<file path="src/verilog/hpi_pkg.sv">
// Shared constants and carrier types for the host processor port block.
// Assumes one 125 MHz clock and the pin-level behaviour of the port.
package hpi_pkg;

  localparam int HPI_DATA_W = 8;
  localparam int HPI_ADDR_W = 10;
  localparam int HPI_SRC_N = 3;
  localparam int HPI_SRC_FRAMER = 0;
  localparam int HPI_SRC_LIU = 1;
  localparam int HPI_SRC_BERT = 2;
  localparam int HPI_SYNC_STAGES = 3;
  localparam int HPI_CLK_MHZ = 125;

  localparam logic HPI_MODE_PARALLEL = 1'h0;
  localparam logic HPI_MODE_SPI = 1'h1;
  localparam logic HPI_TIMING_SEPARATE = 1'h0;
  localparam logic HPI_TIMING_DIRSTROBE = 1'h1;

  localparam logic [HPI_DATA_W-1:0] HPI_DATA_RST = 8'h00;
  localparam logic [HPI_ADDR_W-1:0] HPI_ADDR_RST = 10'h000;
  localparam logic [HPI_SRC_N-1:0] HPI_PEND_RST = 3'h0;
  localparam logic [2:0] HPI_CTRL_RST = 3'h7;
  // Pin reset seen low and serial mode, so nothing moves before the pins.
  localparam logic [2:0] HPI_MODE_RST = 3'h1;

  // Active-low control pins as they arrive from the host.
  typedef struct packed {
    logic chip_select_n;
    logic read_strobe_n;
    logic write_strobe_n;
  } hpi_ctrl_t;

  // One register write toward the device core.
  typedef struct packed {
    logic valid;
    logic [HPI_ADDR_W-1:0] addr;
    logic [HPI_DATA_W-1:0] data;
  } hpi_wr_t;

  typedef enum logic [1:0] {
    HPI_IDLE = 2'h0,
    HPI_READ = 2'h1,
    HPI_WRITE = 2'h2
  } hpi_state_t;

endpackage : hpi_pkg

</file>
<file path="src/verilog/hpi_sync.sv">
// Three-stage synchroniser with agreement filter for pin inputs.
// Assumes the input is quasi-static compared with three clock periods.
`timescale 1ns/100ps
module hpi_sync #(
  parameter int W = 1,
  parameter logic [W-1:0] RST_VAL = '0
) (
  input wire logic clk,
  input wire logic rst,
  input wire logic [W-1:0] d,
  output logic [W-1:0] q
);

  logic [W-1:0] s1_q, s2_q, s3_q, q_q;
  logic [W-1:0] s1_d, s2_d, s3_d, q_d;

  // Only the second stage looks at the first; the filter uses two and three.
  always_comb begin
    s1_d = d;
    s2_d = s1_q;
    s3_d = s2_q;
    q_d = q_q;
    for (int i = 0; i < W; i++) begin
      if (s2_q[i] == s3_q[i]) begin
        q_d[i] = s3_q[i];
      end
    end
  end

  always_ff @(posedge clk) begin
    if (rst) begin
      s1_q <= RST_VAL;
      s2_q <= RST_VAL;
      s3_q <= RST_VAL;
      q_q <= RST_VAL;
    end else begin
      s1_q <= s1_d;
      s2_q <= s2_d;
      s3_q <= s3_d;
      q_q <= q_d;
    end
  end

  assign q = q_q;

endmodule : hpi_sync

</file>
<file path="src/verilog/hpi_port.sv">
// Host processor port control: strobe decode, register write and read
// hand-off to the core, interrupt output and device reset.
// Assumes an asynchronous host on the pins and a core on clk.
//
// Contract
// Chip select low: write strobe rise loads data into addressed register.
// Mode input 0 selects parallel port, 1 selects serial port.
// Drive open-drain interrupt low while any unmasked event is pending.
// Release interrupt only after every pending event is acknowledged; the code also releases it while pending events are masked.
// Global, framer, line interface and tester masks gate their sources.
// Timing select high: direction plus data strobe; low: separate strobes.
// Reset pin low resets registers, framer and line interface.
// Drive data while read and chip select low; float when chip select high.
// Host holds chip select low for every access.
// Host uses direction and strobe, or separate strobes, per timing.
// Strobes and chip select are synchronised before edges are acted upon.
`timescale 1ns/100ps
module hpi_port (
  input wire logic clk,
  input wire logic rst,
  input wire logic device_reset_n,
  input wire logic bus_mode_select,
  input wire logic bus_timing_select,
  input wire hpi_pkg::hpi_ctrl_t ctrl_pins,
  input wire logic [hpi_pkg::HPI_ADDR_W-1:0] addr_pins,
  input wire logic [hpi_pkg::HPI_DATA_W-1:0] data_in,
  output logic [hpi_pkg::HPI_DATA_W-1:0] data_out,
  output logic data_oe,
  output hpi_pkg::hpi_wr_t reg_wr,
  output logic [hpi_pkg::HPI_ADDR_W-1:0] reg_rd_addr,
  input wire logic [hpi_pkg::HPI_DATA_W-1:0] reg_rdata,
  input wire logic [hpi_pkg::HPI_SRC_N-1:0] irq_event,
  input wire logic [hpi_pkg::HPI_SRC_N-1:0] irq_ack,
  input wire logic irq_mask_global,
  input wire logic [hpi_pkg::HPI_SRC_N-1:0] irq_mask,
  output logic interrupt_out_n,
  output logic interrupt_oe,
  output logic core_reset,
  output logic spi_mode
);
  import hpi_pkg::*;

  hpi_ctrl_t ctrl_f;
  logic rstn_f, bts_f, spi_f;
  logic [HPI_ADDR_W-1:0] addr_f;
  logic [HPI_DATA_W-1:0] data_f;
  logic srst;

  // Resynchronise everything from the pins; data and address follow the
  // same path so they line up with the filtered strobe edge.
  hpi_sync #(.W(3), .RST_VAL(HPI_CTRL_RST)) u_sync_ctrl (
    .clk(clk),
    .rst(rst),
    .d(ctrl_pins),
    .q(ctrl_f)
  );
  hpi_sync #(.W(3), .RST_VAL(HPI_MODE_RST)) u_sync_mode (
    .clk(clk),
    .rst(rst),
    .d({device_reset_n, bus_timing_select, bus_mode_select}),
    .q({rstn_f, bts_f, spi_f})
  );
  hpi_sync #(.W(HPI_ADDR_W + HPI_DATA_W)) u_sync_bus (
    .clk(clk),
    .rst(rst),
    .d({addr_pins, data_in}),
    .q({addr_f, data_f})
  );

  // Pin reset joins the system reset for all state of the port past the pin synchronisers.
  assign srst = rst | ~rstn_f;

  // Strobe decode. The second strobe pin is a direction line in
  // direction-plus-strobe timing; reads are high, writes low.
  logic rd_act, wr_act, par_sel;
  always_comb begin
    par_sel = (spi_f == HPI_MODE_PARALLEL) && !ctrl_f.chip_select_n;
    if (bts_f == HPI_TIMING_DIRSTROBE) begin
      rd_act = !ctrl_f.read_strobe_n && ctrl_f.write_strobe_n;
      wr_act = !ctrl_f.read_strobe_n && !ctrl_f.write_strobe_n;
    end else begin
      rd_act = !ctrl_f.read_strobe_n;
      wr_act = !ctrl_f.write_strobe_n;
    end
  end

  hpi_state_t state_q, state_d;
  hpi_wr_t wr_q, wr_d;
  logic [HPI_DATA_W-1:0] dout_q, dout_d;
  logic doe_q, doe_d;
  logic [HPI_ADDR_W-1:0] raddr_q, raddr_d;

  // Writes commit when the strobe goes away with chip select still low;
  // an access abandoned by chip select alone is dropped.
  always_comb begin
    state_d = state_q;
    wr_d = '0;
    wr_d.addr = wr_q.addr;
    wr_d.data = wr_q.data;
    raddr_d = raddr_q;
    dout_d = dout_q;
    doe_d = 1'b0;
    unique case (state_q)
      HPI_IDLE: begin
        if (par_sel && wr_act) begin
          state_d = HPI_WRITE;
        end else if (par_sel && rd_act) begin
          state_d = HPI_READ;
          raddr_d = addr_f;
        end
      end
      HPI_READ: begin
        if (par_sel && rd_act) begin
          doe_d = 1'b1;
          dout_d = reg_rdata;
        end else begin
          state_d = HPI_IDLE;
        end
      end
      HPI_WRITE: begin
        if (!par_sel) begin
          state_d = HPI_IDLE;
        end else if (!wr_act) begin
          state_d = HPI_IDLE;
          wr_d.valid = 1'b1;
          wr_d.addr = addr_f;
          wr_d.data = data_f;
        end
      end
      default: begin
        state_d = HPI_IDLE;
      end
    endcase
  end

  always_ff @(posedge clk) begin
    if (srst) begin
      state_q <= HPI_IDLE;
      wr_q <= '0;
      raddr_q <= HPI_ADDR_RST;
      dout_q <= HPI_DATA_RST;
      doe_q <= 1'b0;
    end else begin
      state_q <= state_d;
      wr_q <= wr_d;
      raddr_q <= raddr_d;
      dout_q <= dout_d;
      doe_q <= doe_d;
    end
  end

  // Pending events stay until acknowledged; a new event beats its own
  // acknowledge in the same cycle. Masks gate only the pin, so unmasking
  // an already pending source raises the interrupt on the next clock.
  logic [HPI_SRC_N-1:0] pend_q, pend_d, live;
  logic irq_q, irq_d, core_rst_q, core_rst_d;
  always_comb begin
    pend_d = (pend_q & ~irq_ack) | irq_event;
    live = pend_q & ~irq_mask;
    irq_d = !irq_mask_global && (|live);
    core_rst_d = srst;
  end

  always_ff @(posedge clk) begin
    if (srst) begin
      pend_q <= HPI_PEND_RST;
      irq_q <= 1'b0;
    end else begin
      pend_q <= pend_d;
      irq_q <= irq_d;
    end
  end

  always_ff @(posedge clk) begin
    if (rst) begin
      core_rst_q <= 1'b1;
    end else begin
      core_rst_q <= core_rst_d;
    end
  end

  assign data_out = dout_q;
  assign data_oe = doe_q;
  assign reg_wr = wr_q;
  assign reg_rd_addr = raddr_q;
  assign interrupt_out_n = 1'b0;
  assign interrupt_oe = irq_q;
  assign core_reset = core_rst_q;
  assign spi_mode = spi_f;
endmodule : hpi_port

</file>
<file path="config.mk">
export PLATFORM = sky130hd
export DESIGN_NAME = hpi_port
export DESIGN_NICKNAME = d
export VERILOG_FILES = /design/src/verilog/hpi_pkg.sv /design/src/verilog/hpi_sync.sv /design/src/verilog/hpi_port.sv
export SDC_FILE = /design/constraint.sdc
export NUM_CORES = 1
export LEC_CHECK = 0
export BUFFER_PORTS_ARGS = -buffer_cell sky130_fd_sc_hd__buf_2
export CAP_MARGIN = 25
export CORE_MARGIN = 2
export CORE_UTILIZATION = 45
export CTS_BUF_LIST = sky130_fd_sc_hd__clkbuf_4
export DETAILED_ROUTE_END_ITERATION = 7
export PLACE_DENSITY = 0.67
export RECOVER_POWER = 100
export SYNTH_ARGS = -nofsm -noshare
export SYNTH_HDL_FRONTEND = slang
export SYNTH_SLANG_ARGS = --single-unit
export TNS_END_PERCENT = 1
</file>
<file path="constraint.sdc">
create_clock -name clk -period 3.7 [get_ports clk]
set_input_delay 0.37 -clock clk [delete_from_list [all_inputs] [get_ports clk]]
set_output_delay 0.37 -clock clk [all_outputs]
set_load 0.02 [all_outputs]
</file>
# Yosys cells after proc, flatten, opt, wreduce, memory -nomap -nowiden
# Cells that the tools add are included.
dict set report word_totals {
  mem_bits_ro 0
  mem_bits_rw 0
  latch_bits 0
  out_inout_bits 42
  memories 0
  regBits 141
}
dict set report classes {
  bitwise 13
  muxes 10
  n_reduce_logical 18
  n_mul 0
  shift 0
  div 0
  addsub 0
  order_cmp 0
  n_eq_ne 29
}
# cell count
set op_table {}
lappend op_table {{$eq 1x1->1} 24}
lappend op_table {{$mux 19} 1}
lappend op_table {{$mux 2} 5}
lappend op_table {{$reduce_and 3->1} 3}
lappend op_table {{$not 1->1} 7}
lappend op_table {{$and 3x3->3} 2}
lappend op_table {{$logic_and 1x1->1} 6}
lappend op_table {{$ne 3x3->1 const B} 2}
lappend op_table {{$not 3->3} 2}
lappend op_table {{$pmux 2 s3} 1}
lappend op_table {{$reduce_or 3->1} 2}
lappend op_table {{$logic_not 1->1} 4}
lappend op_table {{$mux 1} 3}
lappend op_table {{$or 3x3->3} 1}
lappend op_table {{$eq 2x1->1 const B} 1}
lappend op_table {{$eq 2x2->1 const B} 1}
lappend op_table {{$logic_not 2->1} 1}
lappend op_table {{$ne 2x2->1 const B} 1}
lappend op_table {{$reduce_and 2->1} 1}
lappend op_table {{$reduce_or 2->1} 1}
lappend op_table {{$or 1x1->1} 1}

# Logic depth before layout (Yosys ltp)
# Gate-level depths: netlist of the first run.
dict set report logic_depth {
  ltp_word 7
  ltp_mapped 5
  depth_no_buf 3
}

# By module
# Synthesis of the first run repeated with hierarchy kept, for this count alone.
dict set report hier_totals {
  cells_unflattened 445
  hier_area_um2 4805.9
}
# module cells_each area_per_inst_um2 seq_area_each_um2 n_inst
set by_module_without_submodules {}
lappend by_module_without_submodules {{hpi_sync at u_sync_bus} 188 2314.7 1441.4 1}
lappend by_module_without_submodules {hpi_port 195 1781.7 900.9 1}
lappend by_module_without_submodules {{hpi_sync at u_sync_ctrl} 31 356.6 240.2 1}
lappend by_module_without_submodules {{hpi_sync at u_sync_mode} 31 352.8 240.2 1}

# Worst setup path after synthesis of the first run
# Ideal clock, no wire load.
dict set report synth_timing {
  path_kind {register to register}
  start {reg u_sync_mode.q_q[0], in the netlist u_sync_mode.q[0]}
  end {reg dout_q[2], in the netlist data_out[2]}
  setup_slack_ns 2.185
  stages_incl_launch_ff 5
  setup_time_ns 0.132
  n_path_buf 1
  arrival_time_ns 1.383
  path_cell_list {dfxtp_1 or4_1 buf_6 o31ai_1 a21oi_1}
}
dict set report synth_between {
  elab_chain_cells 4
}
# element line_no
set synth_rtl {}
lappend synth_rtl {{start, declared} hpi_sync.sv:14} ;# logic [W-1:0] s1_q, s2_q, s3_q, q_q;
lappend synth_rtl {{start signal, assigned} hpi_sync.sv:40} ;# q_q <= q_d;
lappend synth_rtl {{$not 1->1} hpi_port.sv:77} ;# par_sel = (spi_f == HPI_MODE_PARALLEL) && !ctrl_f.chip_select_n;
lappend synth_rtl {{$logic_and 1x1->1} hpi_port.sv:77}
lappend synth_rtl {{$logic_and 1x1->1} hpi_port.sv:113} ;# if (par_sel && rd_act) begin
lappend synth_rtl {{$reduce_and 2->1 (no line)} --}
lappend synth_rtl {{end signal, assigned} hpi_port.sv:147} ;# dout_q <= dout_d;
lappend synth_rtl {{end, declared} hpi_port.sv:89} ;# logic [HPI_DATA_W-1:0] dout_q, dout_d;
# Every way passes these cells.
# A chain may end at the register's enable or synchronous reset.

# Worst setup path in the final report of the first run
dict set report layout_timing {
  start {reg state_q[0]}
  end {reg wr_q, in the netlist reg_wr[0]}
}
dict set report layout_between {
  elab_chain_cells 2
}
# element line_no
set layout_rtl {}
lappend layout_rtl {{start, declared} hpi_port.sv:87} ;# hpi_state_t state_q, state_d;
lappend layout_rtl {{start signal, assigned} hpi_port.sv:144} ;# state_q <= state_d;
lappend layout_rtl {{$eq 2x2->1} hpi_port.sv:103} ;# unique case (state_q)
lappend layout_rtl {{$reduce_and 3->1 (no line)} --}
lappend layout_rtl {{end signal, assigned} hpi_port.sv:145} ;# wr_q <= wr_d;
lappend layout_rtl {{end, declared} hpi_port.sv:88} ;# hpi_wr_t wr_q, wr_d;
# Every way passes these cells.

==> report_table.html, run 1 <==
<table>
<tr><th>Metric</th><th>Value</th></tr>
<tr><th colspan="2">Outcome</th></tr>
<tr><td>Result of the run</td><td>finished, violations left</td></tr>
<tr><td>Failing checks</td><td>capacitance limit, slew limit</td></tr>
<tr><th colspan="2">Finish</th></tr>
<tr><td>Number of nets in the layout</td><td>582</td></tr>
<tr><td>Post-route non-filler standard cell count</td><td>684</td></tr>
<tr><td>Number of inserted filler cells in the final layout</td><td>925</td></tr>
<tr><td>Most common cell after layout, fill and taps aside</td><td>dfxtp_1</td></tr>
<tr><td>Share of layout cells above drive strength 1</td><td>15.43%</td></tr>
<tr><td>Post-route cell area</td><td>5415 µm²</td></tr>
<tr><td>Total inserted antenna cells</td><td>0</td></tr>
<tr><td>Highest-count cells in the layout ignoring fill and taps</td><td>141 x dfxtp_1, 68 x nand2_1, 61 x nor2b_1</td></tr>
<tr><td>Synth-to-layout area growth</td><td>20.02%</td></tr>
<tr><th colspan="2">Synth</th></tr>
<tr><td>Area of the mapped netlist</td><td>4512 µm²</td></tr>
<tr><td>Post-synth EDFFs</td><td>0</td></tr>
<tr><td>Synthesized area per cell</td><td>~10 µm²</td></tr>
<tr><td>Async set-or-reset flop fraction in the synthesized netlist</td><td>0%</td></tr>
<tr><td>Synthesized net count</td><td>484</td></tr>
<tr><td>Sequential-to-total area share from yosys stat</td><td>62.56%</td></tr>
<tr><td>Cell count after synthesis</td><td>440</td></tr>
<tr><td>Number of different library cells in the post-synthesis netlist</td><td>30</td></tr>
<tr><td>Number of flip-flops and latches in the synthesized netlist</td><td>141</td></tr>
<tr><td>Post-synth top flop</td><td>dfxtp_1</td></tr>
<tr><td>Number of synthesis warnings</td><td>0</td></tr>
<tr><th colspan="2">Power</th></tr>
<tr><td>Part of the power in registers</td><td>58.4%</td></tr>
<tr><td>Net switching fraction of the power</td><td>20.43%</td></tr>
<tr><td>Leak</td><td>slightly above 2 nW</td></tr>
<tr><td>Max VDD drop</td><td>0.0002133 V</td></tr>
<tr><td>Internal power component</td><td>2.128 mW</td></tr>
<tr><td>Total chip power</td><td>between 2 and 3 mW</td></tr>
<tr><td>Cell Pwr Density</td><td>~490 nW/µm²</td></tr>
<tr><td>Logic pwr share</td><td>~2.9%</td></tr>
<tr><td>Clock power frac</td><td>38.7%</td></tr>
<tr><td>Switching pwr</td><td>0.5463 mW</td></tr>
<tr><th colspan="2">STA</th></tr>
<tr><td>Final-layout worst hold slack</td><td>0.06089 ns</td></tr>
<tr><td>Pins Over Slew Limit</td><td>just under 100</td></tr>
<tr><td>Sum Neg Setup Slack</td><td>0 ns</td></tr>
<tr><td>Highest attainable clock frequency</td><td>448.0 MHz</td></tr>
<tr><td>Relative max-transition margin</td><td>-12.76%</td></tr>
<tr><td>Final number of setup-violating endpoints</td><td>0</td></tr>
<tr><td>Post-route clock period utilization</td><td>60.33%</td></tr>
<tr><td>Hold violation total from the final report</td><td>0</td></tr>
<tr><td>Setup Skew</td><td>0.008096 ns</td></tr>
<tr><td>Setup repair after global routing missed its margin</td><td>false</td></tr>
<tr><td>Worst slew pin tran</td><td>1.691 ns</td></tr>
<tr><td>Final period demand of the worst path</td><td>approximately 2.2 ns</td></tr>
<tr><th colspan="2">Place</th></tr>
<tr><td>RePlAce Congestion</td><td>~0.74</td></tr>
<tr><td>Dpl hpwl</td><td>roughly 5100 µm</td></tr>
<tr><td>Cell area reported after detailed placement</td><td>5017 µm²</td></tr>
<tr><td># port buffers</td><td>84</td></tr>
<tr><td>Number of placed instances, taps included</td><td>636</td></tr>
<tr><th colspan="2">GRT</th></tr>
<tr><td>Maximum number of pins on one net before global-route repair</td><td>97</td></tr>
<tr><td>GRT Resource Usage Total</td><td>14.77%</td></tr>
<tr><td>Global route total overflow</td><td>0</td></tr>
<tr><td>First-pass GRT wire length</td><td>12,660 µm</td></tr>
<tr><td>Via count of the first global-routing pass</td><td>2,803</td></tr>
<tr><td>Number of antenna violations at the first check in global routing</td><td>0</td></tr>
<tr><th colspan="2">Critical path</th></tr>
<tr><td>Worst R2R End</td><td>reg_wr[0]$_SDFFE_PP0P_</td></tr>
<tr><td>Slowest cell on the critical path</td><td>and3_1</td></tr>
<tr><td>Flop2flop setup slack</td><td>1.47 ns</td></tr>
<tr><td>Critical path data arrival time</td><td>2.68 ns</td></tr>
<tr><td>Setup crit start</td><td>state_q[0]$_SDFFE_PP0P_</td></tr>
<tr><td>Element type at the critical path start</td><td>flop</td></tr>
<tr><td>CP Data Required Time</td><td>between 4 and 5 ns</td></tr>
<tr><td>Highest net fanout along the worst path</td><td>11</td></tr>
<tr><td>Maximum single-stage delay on the critical path</td><td>a little under 0.6 ns</td></tr>
<tr><td>R2R cell count</td><td>4</td></tr>
<tr><td>Startpoint of the worst-slack reg-to-reg timing path</td><td>state_q[0]$_SDFFE_PP0P_</td></tr>
<tr><td>Class of the most critical setup path</td><td>reg2reg</td></tr>
<tr><td>Crit end category</td><td>flop</td></tr>
<tr><td>List of cells traversed by the critical path</td><td>nor3_1, and3_1, clkbuf_1, mux2i_1</td></tr>
<tr><th colspan="2">Clock network</th></tr>
<tr><td>Clock input transition at the sequential cells of the worst setup and hold paths</td><td>roughly 0.11 ns</td></tr>
<tr><td>Buffer type at the clock tree root</td><td>clkbuf_4</td></tr>
<tr><td>CTS Buf Count</td><td>17</td></tr>
<tr><td>Insertion delay to the later sink of the worst-skew pair</td><td>between 0.5 and 0.6 ns</td></tr>
<tr><td>Setup repair bufs after CTS</td><td>0</td></tr>
<tr><td>Max Buffers Root-to-Sink</td><td>2</td></tr>
<tr><td>Clock tree from TritonCTS</td><td>yes</td></tr>
<tr><td>Clk sink count</td><td>141</td></tr>
<tr><td>H-tree depth</td><td>4</td></tr>
<tr><th colspan="2">Hold path</th></tr>
<tr><td>Min-delay src</td><td>irq_event[2]</td></tr>
<tr><td>Number of cells traversed by the worst hold path</td><td>3</td></tr>
<tr><td>Hold worst-path end</td><td>pend_q[2]$_SDFF_PP0_</td></tr>
<tr><td>Type of the worst min-delay path</td><td>in2reg</td></tr>
<tr><th colspan="2">Floorplanning</th></tr>
<tr><td>Number of rows in the core area</td><td>36</td></tr>
<tr><td>Area of the core region</td><td>9774 µm²</td></tr>
<tr><td>Width of the chip</td><td>~100 µm</td></tr>
<tr><td>Top Ports</td><td>86</td></tr>
<tr><td>Initial cell density of the core</td><td>46.16%</td></tr>
<tr><td>Vertical die dimension</td><td>104.1 µm</td></tr>
<tr><td>Die ar.</td><td>10,840 µm²</td></tr>
<tr><th colspan="2">Detailed routing</th></tr>
<tr><td>WL per Instance</td><td>11.43 µm</td></tr>
<tr><td>Total wire length after detailed routing</td><td>7817 µm</td></tr>
<tr><td>Initial DRC Count</td><td>roughly 100</td></tr>
<tr><td>DRC</td><td>0</td></tr>
<tr><td>Pre-Repair DR Iteration Count</td><td>4</td></tr>
<tr><td>Antenna Nets Post-Route</td><td>0</td></tr>
<tr><td>Vias per std cell</td><td>4.541</td></tr>
<tr><td>Total via count after detailed routing</td><td>a little over 3,000</td></tr>
<tr><th colspan="2">Run</th></tr>
<tr><td># Max-Cap Violations</td><td>1</td></tr>
</table>
[worst max-delay path by stage]
| stage | to | slack, ns | cells after the start |
|---|---|---|---|
| floorplan | data_out[2]$_SDFFE_PP0P_ | 2.19 | 4 |
| global placement | reg_wr[15]$_SDFFE_PP0P_ | 1.77 | 3 |
| detailed placement | reg_wr[0]$_SDFFE_PP0P_ | 1.83 | 4 |
| CTS | reg_wr[0]$_SDFFE_PP0P_ | 1.81 | 4 |
| global route | reg_wr[7]$_SDFFE_PP0P_ | 1.26 | 4 |
| finish | reg_wr[0]$_SDFFE_PP0P_ | 1.47 | 4 |
[synth_stat cells, types with 2 or more instances]
cell type | instances | share of area (%)
dfxtp_1 | 141 | 63
nand2_1 | 68 | 5.7
nor2b_1 | 62 | 8.6
a21oi_1 | 35 | 3.9
mux2i_1 | 28 | 6.2
o21ai_0 | 20 | 2.2
clkbuf_1 | 12 | 1.0
or2_2 | 12 | 1.7
nor2_1 | 10 | 0.83
nand4_1 | 8 | 1.1
o31ai_1 | 8 | 1.3
inv_1 | 7 | 0.58
buf_2 | 4 | 0.44
o21bai_1 | 4 | 0.67
buf_1 | 3 | 0.25
buf_4 | 2 | 0.33
buf_6 | 2 | 0.50
nor3_1 | 2 | 0.22
[state kept, by name, indices dropped and copies added, names as in the netlist]
register and count:
reg_wr 19, u_sync_bus.q 18, u_sync_bus.s1_q 18, u_sync_bus.s2_q 18, u_sync_bus.s3_q 18, reg_rd_addr 10, data_out 8, pend_q 3
u_sync_ctrl.q 3, u_sync_ctrl.s1_q 3, u_sync_ctrl.s2_q 3, u_sync_ctrl.s3_q 3, u_sync_mode.q 3, u_sync_mode.s1_q 3, u_sync_mode.s2_q 3, u_sync_mode.s3_q 3
state_q 2, core_reset 1, data_oe 1, interrupt_oe 1
[metal layers]
layer	track usage, %	wire length (µm)	vias to the layer above
met5	0	0	-
met1	18.03	3741	1354
li1	-	-	1649
met3	6.516	479	9
met4	6.950	99	0
met2	22.37	3497	94
[metrics by stage]
step                util [%]  setup WS (ns)
finish                 55.40          1.468
global route           55.40          1.258
CTS                    55.53          1.810
detailed placement     51.33          1.827
global placement       51.18          1.768
floorplan                  -          2.185
[worst max-delay path: cells and delay by family, from the launching register on]
kind	cells	cell delay, ns
buffers and inverters	1	0.57
flip-flops	1	0.43
AND/OR/NAND/NOR	2	0.90
multiplexers	1	0.26
[final cells by class]
type / count / area (µm²) / area share, %
clock buffer: 18 / 135.1 / 2.495
clock inverter: 14 / 175.2 / 3.235
inverter: 8 / 30.03 / 0.5545
multi-input combinational: 267 / 1545 / 28.54
sequential: 141 / 2823 / 52.13
tap: 133 / 166.4 / 3.073
timing repair buffer: 103 / 540.5 / 9.982
[power groups by stage]
stage	logic, mW	registers [mW]	clock network [mW]
3_3_place_gp	0.0643	1.60	0
2_1_floorplan	0.0393	1.59	0
6_report	0.0783	1.56	1.03
5_1_grt	0.0871	1.57	1.14
3_5_place_dp	0.0664	1.60	0
4_1_cts	0.0745	1.56	1.07
[what timing repair did]
item / 4_1_cts / 5_1_grt
hold buffers: 10 / 6
resized for setup: 0 / 0
endpoints found under the hold margin: 10 / 6
[cell families (layout without fill, tap and decap cells)]
kind of cell | count (synthesis) | after routing | share of synthesized area [%]
compound gates | 70 | 70 | 8.736
buf+inv | 32 | 143 | 3.355
flops | 141 | 141 | 62.56
mux | 28 | 28 | 6.212
other cells | 1 | 1 | 0.08311
simple gates | 168 | 168 | 19.05
Power figures use the tool's default switching activity.
==> run 2: changes to the inputs <==
PLACE_DENSITY = 0.7   (was 0.67)
clock period = 1.8 ns   (was 3.7 ns; I/O delays follow)
==> run 2 against run 1 <==
- the flow now finishes without violations
- flip-flop and latch count unchanged
- wire length rose by 2.6%
- hold slack better by 0.032 ns
- clock skew increased by 0.0050 ns
- critical path type unchanged
- highest routed layer unchanged
==> report_table.html, run 2 (synthesis results as in run 1) <==
<table>
<tr><th>Metric</th><th>Value</th></tr>
<tr><th colspan="2">Finish</th></tr>
<tr><td>Most common cell after layout, fill and taps aside</td><td>dfxtp_1</td></tr>
<tr><td>Flip-flop count of the largest register, all copies and words added</td><td>19</td></tr>
<tr><td>Number of nets in the layout</td><td>609</td></tr>
<tr><td>Share of layout cells above drive strength 1</td><td>between 10% and 20%</td></tr>
<tr><td>Synth-to-layout area growth</td><td>26.07%</td></tr>
<tr><td>Total inserted antenna cells</td><td>0</td></tr>
<tr><td>Post-route cell area</td><td>5688 µm²</td></tr>
<tr><td>Highest-count cells in the layout ignoring fill and taps</td><td>141 x dfxtp_1, 68 x nand2_1, 61 x nor2b_1</td></tr>
<tr><th colspan="2">Detailed routing</th></tr>
<tr><td>Antenna Nets Post-Route</td><td>0</td></tr>
<tr><td>Total via count after detailed routing</td><td>3,227</td></tr>
<tr><td>Pre-Repair DR Iteration Count</td><td>4</td></tr>
<tr><td>WL per Instance</td><td>11.28 µm</td></tr>
<tr><td>DRC</td><td>0</td></tr>
<tr><td>Initial DRC Count</td><td>between 100 and 150</td></tr>
<tr><td>Total wire length after detailed routing</td><td>8017 µm</td></tr>
<tr><td>Vias per std cell</td><td>4.539</td></tr>
<tr><th colspan="2">Floorplanning</th></tr>
<tr><td>Vertical die dimension</td><td>104.1 µm</td></tr>
<tr><td>Top Ports</td><td>86</td></tr>
<tr><td>Initial cell density of the core</td><td>46.16%</td></tr>
<tr><td>Die ar.</td><td>10,840 µm²</td></tr>
<tr><td>Area of the core region</td><td>roughly 10000 µm²</td></tr>
<tr><td>Number of rows in the core area</td><td>36</td></tr>
<tr><td>Width of the chip</td><td>104.1 µm</td></tr>
<tr><th colspan="2">Place</th></tr>
<tr><td>RePlAce Congestion</td><td>0.7830</td></tr>
<tr><td>Dpl hpwl</td><td>approximately 5200 µm</td></tr>
<tr><td># port buffers</td><td>84</td></tr>
<tr><td>Cell area reported after detailed placement</td><td>about 5000 µm²</td></tr>
<tr><th colspan="2">Critical path</th></tr>
<tr><td>Startpoint of the worst-slack reg-to-reg timing path</td><td>u_sync_mode.q[0]$_SDFFE_PP1N_</td></tr>
<tr><td>List of cells traversed by the critical path</td><td>or4_1, o31ai_1, a21oi_1</td></tr>
<tr><td>Highest net fanout along the worst path</td><td>9</td></tr>
<tr><td>Flop2flop setup slack</td><td>0.17 ns</td></tr>
<tr><td>Element type at the critical path start</td><td>flop</td></tr>
<tr><td>Slowest cell on the critical path</td><td>or4_1</td></tr>
<tr><td>Class of the most critical setup path</td><td>reg2reg</td></tr>
<tr><td>Maximum single-stage delay on the critical path</td><td>0.71 ns</td></tr>
<tr><td>Crit end category</td><td>flop</td></tr>
<tr><td>Top cell family by delay on the critical path</td><td>simple AND/OR/NAND/NOR gates</td></tr>
<tr><td>Worst R2R End</td><td>data_out[7]$_SDFFE_PP0P_</td></tr>
<tr><td>WP depth</td><td>3</td></tr>
<tr><td>Critical path data arrival time</td><td>2.02 ns</td></tr>
<tr><td>Setup crit start</td><td>u_sync_mode.q[0]$_SDFFE_PP1N_</td></tr>
<tr><td>Buffering stage count on the worst path with inverters included</td><td>0</td></tr>
<tr><td>R2R cell count</td><td>3</td></tr>
<tr><td>Crit path capture</td><td>data_out[7]$_SDFFE_PP0P_</td></tr>
<tr><td>CP Data Required Time</td><td>2.19 ns</td></tr>
<tr><th colspan="2">Clock network</th></tr>
<tr><td>Clk sink count</td><td>between 100 and 150</td></tr>
<tr><td>Number of gates given a new drive strength after cts</td><td>0</td></tr>
<tr><td>Hold-fix buffer count after cts</td><td>40</td></tr>
<tr><td>CTS Buf Count</td><td>17</td></tr>
<tr><td>H-tree depth</td><td>4</td></tr>
<tr><td>Clock input transition at the sequential cells of the worst setup and hold paths</td><td>0.11 ns</td></tr>
<tr><td>Setup repair bufs after CTS</td><td>0</td></tr>
<tr><td>Max Buffers Root-to-Sink</td><td>2</td></tr>
<tr><td>Insertion delay to the later sink of the worst-skew pair</td><td>0.51 ns</td></tr>
<tr><td>Clock tree from TritonCTS</td><td>yes</td></tr>
<tr><td>Buffer type at the clock tree root</td><td>clkbuf_4</td></tr>
<tr><th colspan="2">STA</th></tr>
<tr><td>Final number of setup-violating endpoints</td><td>0</td></tr>
<tr><td>Highest attainable clock frequency</td><td>611.7 MHz</td></tr>
<tr><td>Final period demand of the worst path</td><td>1.635 ns</td></tr>
<tr><td>Hold violation total from the final report</td><td>0</td></tr>
<tr><td>Worst slew pin tran</td><td>0.9255 ns</td></tr>
<tr><td>Sum Neg Setup Slack</td><td>0 ns</td></tr>
<tr><td>Pins Over Slew Limit</td><td>0</td></tr>
<tr><td>Post-route clock period utilization</td><td>around nine tenths</td></tr>
<tr><td>Relative max-transition margin</td><td>about two fifths</td></tr>
<tr><td>Setup repair after global routing missed its margin</td><td>false</td></tr>
<tr><td>Setup Skew</td><td>0.01311 ns</td></tr>
<tr><th colspan="2">Hold path</th></tr>
<tr><td>Type of the worst min-delay path</td><td>in2reg</td></tr>
<tr><td>Min-delay src</td><td>irq_mask[2]</td></tr>
<tr><th colspan="2">Power</th></tr>
<tr><td>Cell Pwr Density</td><td>between 900 and 1000 nW/µm²</td></tr>
<tr><td>Max VDD drop</td><td>0.0004551 V</td></tr>
<tr><td>Leak</td><td>2.155 nW</td></tr>
<tr><th colspan="2">GRT</th></tr>
<tr><td>Global route total overflow</td><td>0</td></tr>
<tr><td>Via count of the first global-routing pass</td><td>3,056</td></tr>
<tr><td>First-pass GRT wire length</td><td>13,650 µm</td></tr>
<tr><td>Number of antenna violations at the first check in global routing</td><td>0</td></tr>
<tr><td>GRT Resource Usage Total</td><td>15.70%</td></tr>
<tr><td>Maximum number of pins on one net before global-route repair</td><td>97</td></tr>
<tr><th colspan="2">Outcome</th></tr>
<tr><td>Result of the run</td><td>finished clean</td></tr>
<tr><th colspan="2">Run</th></tr>
<tr><td># Max-Cap Violations</td><td>0</td></tr>
</table>
-- run 2: how the worst min path moves through the flow --
stage	end	slack, ns	cells past startpoint
after floorplan	interrupt_oe$_SDFF_PP0_	0.26	1
after global placement	interrupt_oe$_SDFF_PP0_	0.35	2
after detailed placement	u_sync_ctrl.s1_q[1]$_SDFF_PP1_	0.37	2
after CTS	interrupt_oe$_SDFF_PP0_	0.03	4
after global routing	interrupt_oe$_SDFF_PP0_	0.06	4
final	interrupt_oe$_SDFF_PP0_	0.09	4
-- run 2: metal layers --
layer / global-route usage [%] / up-vias / share of wire (%)
li1: - / 1705 / -
met1: 18.16 / 1434 / 46
met2: 25.85 / 86 / 49
met3: 6.579 / 2 / 4.8
met4: 6.178 / 0 / 0.52
met5: 0 / - / 0
-- run 2: power by group --
part / total [mW] / internal [mW] / switching, mW
Combinational: 0.201 / 0.130 / 0.0716
Clock: 2.12 / 1.10 / 1.03
Sequential: 3.21 / 3.18 / 0.0243
Total: 5.53 / 4.41 / 1.12
-- run 2: final cells by class --
type,instances,area (µm²)
Tap cell,133,166.4
Clock buffer,18,135.1
Fill cell,880,4086
Multi-Input combinational cell,267,1545
Clock inverter,14,175.2
Timing Repair Buffer,130,813.3
Sequential cell,141,2823
Inverter,8,30.03
-- run 2: tightest hold or removal path, cell delays in order --
cell	delay [ns]
buf_2	0.09
inv_1	0.04
a222oi_1	0.07
nor3_1	0.15
-- run 2: metrics by stage --
step	worst slack [ns]	hold slack, ns	instances	power [mW]	util (%)
2_1_floorplan	0.2854	0.2593	440	3.355	-
3_3_place_gp	0.2799	0.3494	639	3.415	51.74
3_5_place_dp	0.1845	0.3656	639	3.421	51.74
4_1_cts	0.1670	0.03131	711	5.625	59.01
5_1_grt	0.03486	0.06075	711	5.778	58.19
6_report	0.1652	0.09333	711	5.534	58.19
